<file path="src/core/dump_pkg.sv">
// Shared constants, states and carriers for the supply fault status dump block.
package dump_pkg;

	// -----------------------------------------------------------------
	// Clocking and timing
	// -----------------------------------------------------------------
	localparam int unsigned CLK_HZ         = 10_000_000;
	localparam int unsigned DUMP_HZ        = 250_000;
	localparam int unsigned DUMP_HALF_CYC  = CLK_HZ / (2 * DUMP_HZ);
	localparam int unsigned START_DELAY_US = 15_360;
	localparam int unsigned START_DELAY_CYC = (START_DELAY_US * (CLK_HZ / 1_000_000));
	localparam int unsigned TIMER_W        = 18;

	// Window trip points of the monitored supply, in millivolts.
	localparam int unsigned TRIP_LOW_MV  = 2000;
	localparam int unsigned TRIP_HIGH_MV = 3000;

	// -----------------------------------------------------------------
	// Dump counter and status bus
	// -----------------------------------------------------------------
	localparam logic [2:0] CNT_HOLD  = 3'h3;
	localparam logic [2:0] CNT_FIRST = 3'h4;
	localparam logic [2:0] CNT_LAST  = 3'h2;
	localparam int unsigned N_CHAN   = 12;
	localparam int unsigned N_FLAGS  = 2 * N_CHAN;
	localparam int unsigned BUS_W    = 4;
	localparam int unsigned DUMP_SLOTS = N_FLAGS / BUS_W;

	// -----------------------------------------------------------------
	// Register map (byte addresses) and fields
	// -----------------------------------------------------------------
	localparam logic [7:0] REG_CTRL   = 8'h00;
	localparam logic [7:0] REG_STATE  = 8'h04;
	localparam logic [7:0] REG_IRQ_ST = 8'h08;
	localparam logic [7:0] REG_IRQ_MK = 8'h0c;
	localparam int unsigned CTRL_FORCE_BIT = 0;
	localparam int unsigned IRQ_FAULT_BIT  = 0;
	localparam int unsigned IRQ_DONE_BIT   = 1;
	localparam logic [1:0] IRQ_MASK_RST    = 2'h0;

	typedef enum logic [1:0] {
		S_WAIT_READY = 2'b00,
		S_DELAY      = 2'b01,
		S_WAIT_GOOD  = 2'b11,
		S_MONITOR    = 2'b10
	} seq_state_t;

	typedef struct packed {
		logic        psel;
		logic        penable;
		logic        pwrite;
		logic [7:0]  paddr;
		logic [31:0] pwdata;
	} apb_req_t;

	typedef struct packed {
		logic        pready;
		logic        pslverr;
		logic [31:0] prdata;
	} apb_rsp_t;

endpackage

</file>
<file path="src/core/supply_fault_status_dump.sv">
// Supply monitor sequence and 24-flag status dump with an APB register slave.
module supply_fault_status_dump
	import dump_pkg::*;
#(
	parameter int unsigned START_DELAY = dump_pkg::START_DELAY_CYC
) (
	input  wire logic                          clock,
	input  wire logic                          arst_n,
	input  wire dump_pkg::apb_req_t            apb_req,
	output dump_pkg::apb_rsp_t                 apb_rsp,
	output logic                               irq,
	input  wire logic                          analog_ready,
	input  wire logic                          window_good,
	input  wire logic [dump_pkg::N_FLAGS-1:0]  monitor_flags,
	output logic                               power_good_indicator_n,
	output logic                               dump_clock,
	output logic [dump_pkg::BUS_W-1:0]         status_bus,
	output logic                               capture_strobe
);
	import dump_pkg::*;

	// -----------------------------------------------------------------
	// Pin synchronisers
	// -----------------------------------------------------------------
	logic [N_FLAGS+1:0] pins_s;
	logic               ready_s;
	logic               good_s;
	logic [N_FLAGS-1:0] flags_s;

	sync_2ff #(
		.WIDTH(N_FLAGS + 2)
	) u_pin_sync (
		.clock    (clock),
		.arst_n   (arst_n),
		.async_in ({analog_ready, window_good, monitor_flags}),
		.sync_out (pins_s)
	);

	assign ready_s = pins_s[N_FLAGS+1];
	// The comparator outside applies the 2.0 V and 3.0 V trip points.
	assign good_s  = pins_s[N_FLAGS];
	assign flags_s = pins_s[N_FLAGS-1:0];

	// -----------------------------------------------------------------
	// Dump clock generation
	// -----------------------------------------------------------------
	logic [4:0] div_q;
	logic       dump_tick;

	assign dump_tick = (div_q == 5'(DUMP_HALF_CYC - 1)) && !dump_clock;

	always_ff @(posedge clock or negedge arst_n) begin
		if (!arst_n) begin
			div_q      <= 5'h00;
			dump_clock <= 1'b0;
		end else if (div_q == 5'(DUMP_HALF_CYC - 1)) begin
			div_q      <= 5'h00;
			dump_clock <= !dump_clock;
		end else begin
			div_q <= div_q + 5'h01;
		end
	end

	// -----------------------------------------------------------------
	// Main monitoring sequence
	// -----------------------------------------------------------------
	seq_state_t state_q;
	logic       timer_start;
	logic       timer_done;
	logic       seq_request;
	logic       force_dump;
	logic       dump_request_n_q;
	logic [2:0] counter_q;

	assign timer_start = (state_q == S_WAIT_READY) && ready_s;
	assign seq_request = (state_q == S_MONITOR) && !good_s;

	delay_timer #(
		.WIDTH(TIMER_W)
	) u_start_timer (
		.clock  (clock),
		.arst_n (arst_n),
		.start  (timer_start),
		.load   (TIMER_W'(START_DELAY)),
		.done   (timer_done)
	);

	always_ff @(posedge clock or negedge arst_n) begin
		if (!arst_n) begin
			state_q <= S_WAIT_READY;
		end else begin
			unique case (state_q)
				S_WAIT_READY: if (ready_s) state_q <= S_DELAY;
				S_DELAY:      if (timer_done) state_q <= S_WAIT_GOOD;
				S_WAIT_GOOD:  if (good_s) state_q <= S_MONITOR;
				S_MONITOR:    if (!good_s) state_q <= S_WAIT_GOOD;
			endcase
		end
	end

	always_ff @(posedge clock or negedge arst_n) begin
		if (!arst_n) begin
			power_good_indicator_n <= 1'b1;
		end else if (state_q == S_WAIT_READY || state_q == S_DELAY) begin
			power_good_indicator_n <= 1'b1;
		end else if (state_q == S_WAIT_GOOD && good_s) begin
			power_good_indicator_n <= 1'b0;
		end else if (seq_request) begin
			power_good_indicator_n <= 1'b1;
		end
	end

	// A new request wins over the release at count 2 for one cycle only; the count is still 2, so it starts no new dump.
	always_ff @(posedge clock or negedge arst_n) begin
		if (!arst_n) begin
			dump_request_n_q <= 1'b1;
		end else if (seq_request || force_dump) begin
			dump_request_n_q <= 1'b0;
		end else if (counter_q == CNT_LAST) begin
			dump_request_n_q <= 1'b1;
		end
	end

	// -----------------------------------------------------------------
	// Dump counter and status decode
	// -----------------------------------------------------------------
	logic [2:0]       counter_d;
	logic [2:0]       slot;
	logic [BUS_W-1:0] bus_d;

	always_comb begin
		if (dump_request_n_q) begin
			counter_d = CNT_HOLD;
		end else if (dump_tick) begin
			counter_d = counter_q + 3'h1;
		end else begin
			counter_d = counter_q;
		end
	end

	always_ff @(posedge clock or negedge arst_n) begin
		if (!arst_n) begin
			counter_q <= CNT_HOLD;
		end else begin
			counter_q <= counter_d;
		end
	end

	// Slot k of the dump is count 4+k; bit g carries flag 6g+k.
	assign slot = counter_d - CNT_FIRST;

	always_comb begin
		bus_d = '0;
		if (counter_d != CNT_HOLD && counter_d != CNT_LAST) begin
			for (int g = 0; g < BUS_W; g++) begin
				bus_d[g] = flags_s[DUMP_SLOTS * g + 32'(slot)];
			end
		end
	end

	// The bus is registered from the next count so that it tracks the
	// counter exactly while still coming straight from a flip-flop.
	always_ff @(posedge clock or negedge arst_n) begin
		if (!arst_n) begin
			status_bus     <= '0;
			capture_strobe <= 1'b0;
		end else begin
			status_bus     <= bus_d;
			capture_strobe <= counter_d[2];
		end
	end

	// -----------------------------------------------------------------
	// APB slave and interrupts
	// -----------------------------------------------------------------
	logic       setup;
	logic       wr_acc;
	logic       mapped;
	logic [1:0] irq_status_q;
	logic [1:0] irq_mask_q;
	logic [1:0] irq_event;

	assign setup  = apb_req.psel && !apb_req.penable;
	assign wr_acc = apb_req.psel && apb_req.penable && apb_rsp.pready && apb_req.pwrite;
	assign mapped = apb_req.paddr == REG_CTRL || apb_req.paddr == REG_STATE ||
		apb_req.paddr == REG_IRQ_ST || apb_req.paddr == REG_IRQ_MK;
	assign force_dump = wr_acc && apb_req.paddr == REG_CTRL &&
		apb_req.pwdata[CTRL_FORCE_BIT] && dump_request_n_q;
	assign irq_event[IRQ_FAULT_BIT] = seq_request;
	assign irq_event[IRQ_DONE_BIT]  = !dump_request_n_q && counter_q == CNT_LAST;

	// No wait state: data is registered in the setup cycle.
	always_ff @(posedge clock or negedge arst_n) begin
		if (!arst_n) begin
			apb_rsp <= '0;
		end else begin
			apb_rsp.pready  <= setup;
			apb_rsp.pslverr <= setup && !mapped;
			apb_rsp.prdata  <= '0;
			if (setup && !apb_req.pwrite) begin
				unique case (apb_req.paddr)
					REG_STATE:  apb_rsp.prdata <= {24'h0, good_s, power_good_indicator_n,
						dump_request_n_q, counter_q, state_q};
					REG_IRQ_ST: apb_rsp.prdata <= {30'h0, irq_status_q};
					REG_IRQ_MK: apb_rsp.prdata <= {30'h0, irq_mask_q};
					default:    apb_rsp.prdata <= '0;
				endcase
			end
		end
	end

	always_ff @(posedge clock or negedge arst_n) begin
		if (!arst_n) begin
			irq_mask_q <= IRQ_MASK_RST;
		end else if (wr_acc && apb_req.paddr == REG_IRQ_MK) begin
			irq_mask_q <= apb_req.pwdata[1:0];
		end
	end

	always_ff @(posedge clock or negedge arst_n) begin
		if (!arst_n) begin
			irq_status_q <= 2'h0;
		end else if (wr_acc && apb_req.paddr == REG_IRQ_ST) begin
			irq_status_q <= (irq_status_q & ~apb_req.pwdata[1:0]) | irq_event;
		end else begin
			irq_status_q <= irq_status_q | irq_event;
		end
	end

	always_ff @(posedge clock or negedge arst_n) begin
		if (!arst_n) begin
			irq <= 1'b0;
		end else begin
			irq <= |(irq_status_q & irq_mask_q);
		end
	end
endmodule // supply_fault_status_dump

</file>
<file path="src/core/sync_2ff.sv">
// Two flip-flop synchroniser for a group of level inputs from another domain.
module sync_2ff #(
	parameter int unsigned WIDTH = 1
) (
	input  wire logic             clock,
	input  wire logic             arst_n,
	input  wire logic [WIDTH-1:0] async_in,
	output logic      [WIDTH-1:0] sync_out
);

	logic [WIDTH-1:0] meta_q;

	always_ff @(posedge clock or negedge arst_n) begin
		if (!arst_n) begin
			meta_q   <= '0;
			sync_out <= '0;
		end else begin
			meta_q   <= async_in;
			sync_out <= meta_q;
		end
	end

endmodule // sync_2ff

</file>
<file path="src/core/delay_timer.sv">
// One-shot down-counting timer: done pulses once when a started count expires.
module delay_timer #(
	parameter int unsigned WIDTH = 18
) (
	input  wire logic             clock,
	input  wire logic             arst_n,
	input  wire logic             start,
	input  wire logic [WIDTH-1:0] load,
	output logic                  done
);

	logic [WIDTH-1:0] count_q;
	logic             run_q;

	always_ff @(posedge clock or negedge arst_n) begin
		if (!arst_n) begin
			count_q <= '0;
			run_q   <= 1'b0;
			done    <= 1'b0;
		end else begin
			done <= 1'b0;
			if (start) begin
				count_q <= load;
				run_q   <= 1'b1;
			end else if (run_q) begin
				if (count_q <= WIDTH'(1)) begin
					run_q <= 1'b0;
					done  <= 1'b1;
				end else begin
					count_q <= count_q - WIDTH'(1);
				end
			end
		end
	end

endmodule // delay_timer

</file>
<file path="config.mk">
export PLATFORM = sky130hd
export DESIGN_NAME = supply_fault_status_dump
export DESIGN_NICKNAME = d
export VERILOG_FILES = /design/src/core/dump_pkg.sv /design/src/core/supply_fault_status_dump.sv /design/src/core/sync_2ff.sv /design/src/core/delay_timer.sv
export SDC_FILE = /design/constraint.sdc
export NUM_CORES = 1
export LEC_CHECK = 0
export ABC_AREA = 1
export BUFFER_PORTS_ARGS = -buffer_cell sky130_fd_sc_hd__buf_2
export CAP_MARGIN = 20
export CORE_ASPECT_RATIO = 0.5
export CORE_UTILIZATION = 48
export CTS_CLUSTER_SIZE = 24
export DETAILED_ROUTE_END_ITERATION = 16
export HOLD_SLACK_MARGIN = 0.12
export PLACE_DENSITY = 0.75
export SLEW_MARGIN = 40
export SYNTH_ARGS = -nofsm -noshare
export SYNTH_HDL_FRONTEND = slang
export SYNTH_HIERARCHICAL = 1
export SYNTH_SLANG_ARGS = --single-unit
</file>
<file path="constraint.sdc">
create_clock -name clock -period 1.94 [get_ports clock]
set_input_delay 0.194 -clock clock [delete_from_list [all_inputs] [get_ports clock]]
set_output_delay 0.194 -clock clock [all_outputs]
set_load 0.02 [all_outputs]
</file>
Yosys cells after proc, flatten, opt, wreduce, memory -nomap -nowiden

Cells that the tools add are included.

Register bits: 129
Output and inout bits: 42
Input port bits: 71
Word-level logic and storage cells: 121

Equality and inequality tests: 15
Magnitude comparators: 5
Add/sub/neg operators: 7
Bitwise gates (word level): 5
Muxes and demuxes: 34
Reductions and logical operators: 36

Operators with widths:

| operator                                             | count |
|---|---|
| 2-to-1 mux 18 bit                                    | 3 |
| case mux 8 bit (3 select lines)                      | 1 |
| <= comparator 18 x 1 -> 1 bit, second input constant | 1 |
| subtractor 18 x 1 -> 18 bit, second input constant   | 1 |
| logical AND 1 bit                                    | 17 |
| equality test 8 x 4 -> 1 bit, second input constant  | 2 |
| binary-select mux 1 bit (select 5 bit)               | 3 |
| 2-to-1 mux 1 bit                                     | 15 |
| 2-to-1 mux 2 bit                                     | 5 |
| equality test 8 x 3 -> 1 bit, second input constant  | 1 |
| zero test 8 bit                                      | 1 |
| 2-to-1 mux 8 bit                                     | 1 |
| case mux 2 bit (4 select lines)                      | 1 |
| adder 5 x 3 -> 6 bit, first input constant           | 1 |
| zero test 1 bit                                      | 6 |
| < comparator 3 x 6 -> 1 bit, second input constant   | 1 |
| < comparator 4 x 6 -> 1 bit, second input constant   | 1 |
| < comparator 5 x 6 -> 1 bit, second input constant   | 1 |
| < comparator 6 bit, second input constant            | 1 |
| 2-to-1 mux 3 bit                                     | 2 |
| != test 2 x 1 -> 1 bit, second input constant        | 3 |
| != test 3 x 2 -> 1 bit, second input constant        | 2 |
| adder 4 x 3 -> 5 bit, first input constant           | 1 |
| adder 5 x 1 -> 5 bit, second input constant          | 1 |
| 21 further kinds                                     | 30 |

Depth between registers and ports, before layout

Depth in word-level cells: 9
Gate-level depth with buffers: 15
Mapped depth without buffers: 15

Modules after synthesis

Netlist, hierarchy kept.

Modules (own cells, without submodules):

| module                   | cells an instance | area each (um2) | times used | seq. area each (um2) |
|---|---|---|---|---|
| supply_fault_status_dump | 250               | 1993.2          | 1          | 805.8 |
| delay_timer              | 234               | 1505.2          | 1          | 500.5 |
| sync_2ff                 | 52                | 1301.2          | 1          | 1301.2 |

Worst setup path after synthesis

OpenSTA, ideal clock, no wires.

Path kind: reg2reg
From: register div_q[0]
To: register status_bus[3] (netlist name)
Library setup time: 0.119 ns
Path slack: -0.142 ns
Arrival time: 1.963 ns
Stages on the path, launching flop included: 14
Cell sequence: dfrtp_1 > ha_1 > nand2_1 > clkinv_1 > nand3_4 > inv_2 > nand2_1 > nand3_2 > buf_6 > ha_1 > inv_1 > nand3_1 > a21oi_1 > nor2_1

Word-level cells in the longest chain between the ends: 9
Elaborated cells on any way between the ends: 12
Classes of those cells: 2 x add/sub; 3 x eq/ne; 5 x mux; 2 x reduce/logical

RTL lines:

| element                                | RTL line                        | RTL |
|---|---|---|
| from (decl)                            | supply_fault_status_dump.sv:47  | `logic [4:0] div_q;` |
| from (signal assigned)                 | supply_fault_status_dump.sv:60  | `div_q <= div_q + 5'h01;` |
| equality test 5 bit *                  | supply_fault_status_dump.sv:50  | `assign dump_tick = (div_q == 5'(DUMP_HALF_CYC - 1)) && !dump_clock;` |
| logical AND 1 bit *                    | supply_fault_status_dump.sv:50  |  |
| 2-to-1 mux 3 bit *                     | supply_fault_status_dump.sv:134 | `end else if (dump_tick) begin` |
| 2-to-1 mux 3 bit *                     | supply_fault_status_dump.sv:132 | `if (dump_request_n_q) begin` |
| net counter_d[1]                       | supply_fault_status_dump.sv:127 | `logic [2:0] counter_d;` |
| subtractor 3 bit                       | supply_fault_status_dump.sv:150 | `assign slot = counter_d - CNT_FIRST;` |
| adder 5 x 3 -> 6 bit                   | supply_fault_status_dump.sv:156 | `bus_d[g] = flags_s[DUMP_SLOTS * g + 32'(slot)];` |
| binary-select mux 1 bit (select 5 bit) | supply_fault_status_dump.sv:156 |  |
| 2-to-1 mux 1 bit (implied by the code) | supply_fault_status_dump.sv:156 |  |
| 2-to-1 mux 4 bit *                     | supply_fault_status_dump.sv:154 | `if (counter_d != CNT_HOLD && counter_d != CNT_LAST) begin` |
| net bus_d[3]                           | supply_fault_status_dump.sv:129 | `logic [BUS_W-1:0] bus_d;` |
| to (signal assigned)                   | supply_fault_status_dump.sv:168 | `status_bus <= bus_d;` |
| to (decl)                              | supply_fault_status_dump.sv:17  | `output logic [dump_pkg::BUS_W-1:0] status_bus,` |

The timed path passes the listed nets; every way through them passes the cells marked *. The select of a mux whose other input is x is not followed.
A chain may end at the register's enable or synchronous reset.

Worst setup path in the final report

From: register div_q[0]
To: register status_bus[1] (netlist name)

Word-level cells in the longest chain between the ends: 9
Elaborated cells on any way between the ends: 12
Classes of those cells: 2 x add/sub; 3 x eq/ne; 5 x mux; 2 x reduce/logical

RTL lines:

| element                                | RTL line |
|---|---|
| equality test 5 bit *                  | supply_fault_status_dump.sv:50 |
| logical AND 1 bit *                    | supply_fault_status_dump.sv:50 |
| 2-to-1 mux 3 bit *                     | supply_fault_status_dump.sv:134 |
| 2-to-1 mux 3 bit *                     | supply_fault_status_dump.sv:132 |
| subtractor 3 bit                       | supply_fault_status_dump.sv:150 |
| adder 3 x 3 -> 4 bit                   | supply_fault_status_dump.sv:156 |
| binary-select mux 1 bit (select 5 bit) | supply_fault_status_dump.sv:156 |
| 2-to-1 mux 1 bit (implied by the code) | supply_fault_status_dump.sv:156 |
| 2-to-1 mux 4 bit *                     | supply_fault_status_dump.sv:154 |
| net bus_d[1]                           | supply_fault_status_dump.sv:129 |

Marks and branches as above.

==> qor.yml <==
status: "finished, violations left"
violations: "setup timing"
die_area_um2: 10430
cts_sinks: 104
die_y_um: 72.71
drt-total-wl_um: 9966
io_pins: 113
fmax_mhz: 514.0
postRouteAntennaNets: 0
final.setup.worst_slack_ns: -0.005659
finalPower_uw: 6135
grt_pass1_wl_um: 16140
area_growth_pct: 24.01
yosysTopAreaCell: "dfrtp_1"
p_per_area_nw_per_um2: 1031
cap_viol_max_count: 0
critPathRequiredTime_ns: 2.21
report.final.slew_viol_count: 0
coreArea_um2: 9572
start_util_pct: 50.14
n_antenna_cell: 0
grt_pass1_vias: 3607
synth_top_area_share_pct: 52.14
htreeDepth: 3
finalSetupViolations: 2
synth-edff-count: 0
post-route-period-util_pct: 100.3
first_pass_iters: 5
drive_gt1_share_pct: 20.09
clock_latency_ns: 0.35
maxSlewHeadroom_pct: 61.78
cts-buffers-inserted: 9
synth-seq-area-share_pct: 54.33
via_per_inst: 4.711
setup_tns_ns: -0.006960
dpl.hpwl_um: 6277
crit_arrival_ns: 2.22
portBuffers: 58
ir_drop_v: 0.0004871
num_vias: 3778
period_needed_ns: 1.946
synthDistinctLibCells: 42
cts_buffer_depth: 2
async_flop_share_pct: 100.0
fin_nets: 740
grt_setup_unrepaired: "yes"
synth_area_um2: 4800
grt_max_degree: 46
place_congestion: 0.9232
drc: 0
synth_top_flop_cell: "dfrtp_1"
clk_pin_slew_worst_paths_ns: 0.07
syn-instance-count: 536
grt_antenna_before_repair: 0
fin_skew_ns: 0.005377
leakage_uw: 0.003089
ys_warn_count: 6
dp_slack_ns: 0.03680
avgSynthCellArea_um2: 8.954
crit_type: "reg2reg"
cp-start-kind: "flop"
cts_tree: "built"
synthTopCellsByArea: "dfrtp_1, nand2_1, inv_1"
grtUsageTotal_pct: 20.23
cp_max_fo: 6
overflow: 0
crit_path_end_kind: "flop"
postLayoutCoreUtil_pct: 62.18
worst_slew_pin_slew_ns: 0.5733
initialDrtViolationCount: 315
min_path_type: "in2reg"
root_buffer: "clkbuf_16"
finalHoldViolations: 0
die_w_um: 143.4
num_rows: 25
wire_per_inst_um: 12.43
ys_ff_latch: 104
[critical path, stage by stage (launching register included)]
cell     delay [ns]
dfrtp_1        0.37
ha_2           0.20
nand2_2        0.07
inv_4          0.06
nand3_4        0.08
inv_4          0.07
a21oi_2        0.05
nor2_1         0.15
nand2_2        0.10
ha_4           0.32
inv_4          0.05
buf_4          0.12
nand2_1        0.05
a21oi_1        0.05
nor2_1         0.11
[final timing paths]
check	cells after the start	slack, ns	startpoint	end
max	14	-0.006	div_q[0]$_DFF_PN0_	status_bus[1]$_DFF_PN0_
min	3	0.14	apb_req[0]	irq_mask_q[0]$_DFFE_PN0P_
max reg2reg	14	-0.006	div_q[0]$_DFF_PN0_	status_bus[1]$_DFF_PN0_
min reg2reg	0	0.35	u_pin_sync/meta_q[10]$_DFF_PN0_	u_pin_sync/sync_out[10]$_DFF_PN0_
max in group asynchronous	3	0.86	arst_n	power_good_indicator_n$_DFFE_PN1P_
min in group asynchronous	2	0.39	arst_n	u_pin_sync/meta_q[17]$_DFF_PN0_
[cell usage in the layout (no fill, tap or decap), drive strengths merged, types with 2 or more instances in the layout]
cell / count
a21oi: 8
buf: 77
clkbuf: 11
clkinv: 3
clkinvlp: 2
conb: 43
dfrtp: 100
dfstp: 4
dlygate4sd3: 29
ha: 7
inv: 65
nand2: 156
nand3: 46
nand3b: 2
nand4: 13
nor2: 52
nor3: 8
nor3b: 3
nor4: 2
o21ai: 23
o221ai: 2
o22ai: 2
xor2: 3
[synthesized netlist by cell type (5+ instances only)]
cell and instances:
o21ai_0 22, ha_1 7, nand4_1 12, nand3_1 42, nor3_1 8, nor2_1 44
dfrtp_1 100, inv_1 58, inv_2 5, nand2_1 150, a21oi_1 8, buf_4 24
[logic make-up after synthesis]
logic type | after synthesis | synth area share [%]
flops | 104 | 54.33
xor+xnor | 4 | 0.7301
fa+ha+maj | 7 | 1.825
other cells | 2 | 0.1565
mux | 1 | 0.2086
buf+inv | 98 | 10.51
compound gates | 39 | 4.667
simple gates | 281 | 27.58
[sequential cells by signal (all words and copies together), names as in the netlist, 4 cells and up]
name                   count
div_q                      5
u_pin_sync/meta_q         26
u_pin_sync/sync_out       26
u_start_timer/count_q     18
status_bus                 4
apb_rsp                   10
[where the power goes]
part | leakage (uW) | total, uW | switching (uW) | internal (uW)
clock | 0.000132 | 1700 | 796 | 904
combinational | 0.00169 | 1730 | 1160 | 574
sequential | 0.00126 | 2700 | 257 | 2450
total | 0.00309 | 6130 | 2210 | 3930
[layer usage]
layer	vias to the layer above	GRT usage, %	share of wire (%)
li1	1879	-	-
met1	1762	24.42	43
met2	118	35.44	50
met4	0	8.511	2.0
met3	19	4.659	4.7
met5	-	0	0
[metrics by stage]
| step | hold slack [ns] | area [um^2] | std cells |
|---|---|---|---|
| 4_1_cts | 0.1300 | 5841 | 793 |
| 2_1_floorplan | -0.1016 | 4967 | 577 |
| 3_5_place_dp | 0.2278 | 5274 | 748 |
| 6_report | 0.1401 | 5952 | 802 |
| 3_3_place_gp | 0.2207 | 5274 | 748 |
| 5_1_grt | 0.1583 | 5952 | 802 |
[area by class of cell]
class | instances | area, um^2
Sequential cell | 104 | 2608
Multi-Input combinational cell | 376 | 1898
Clock inverter | 5 | 33.78
Clock buffer | 11 | 242.7
Fill cell | 774 | 3620
Timing Repair Buffer | 106 | 739.5
Tap cell | 135 | 168.9
Inverter | 65 | 261.5
[repair_timing]
| action | in CTS | in global routing |
|---|---|---|
| endpoints found under the hold margin | 71 | 0 |
| resized for setup | 0 | 16 |
| buffers inserted | 0 | 7 |
| endpoints found under the setup margin | 0 | 4 |
| hold buffers | 29 | 0 |
(Power assumes the default switching activity.)
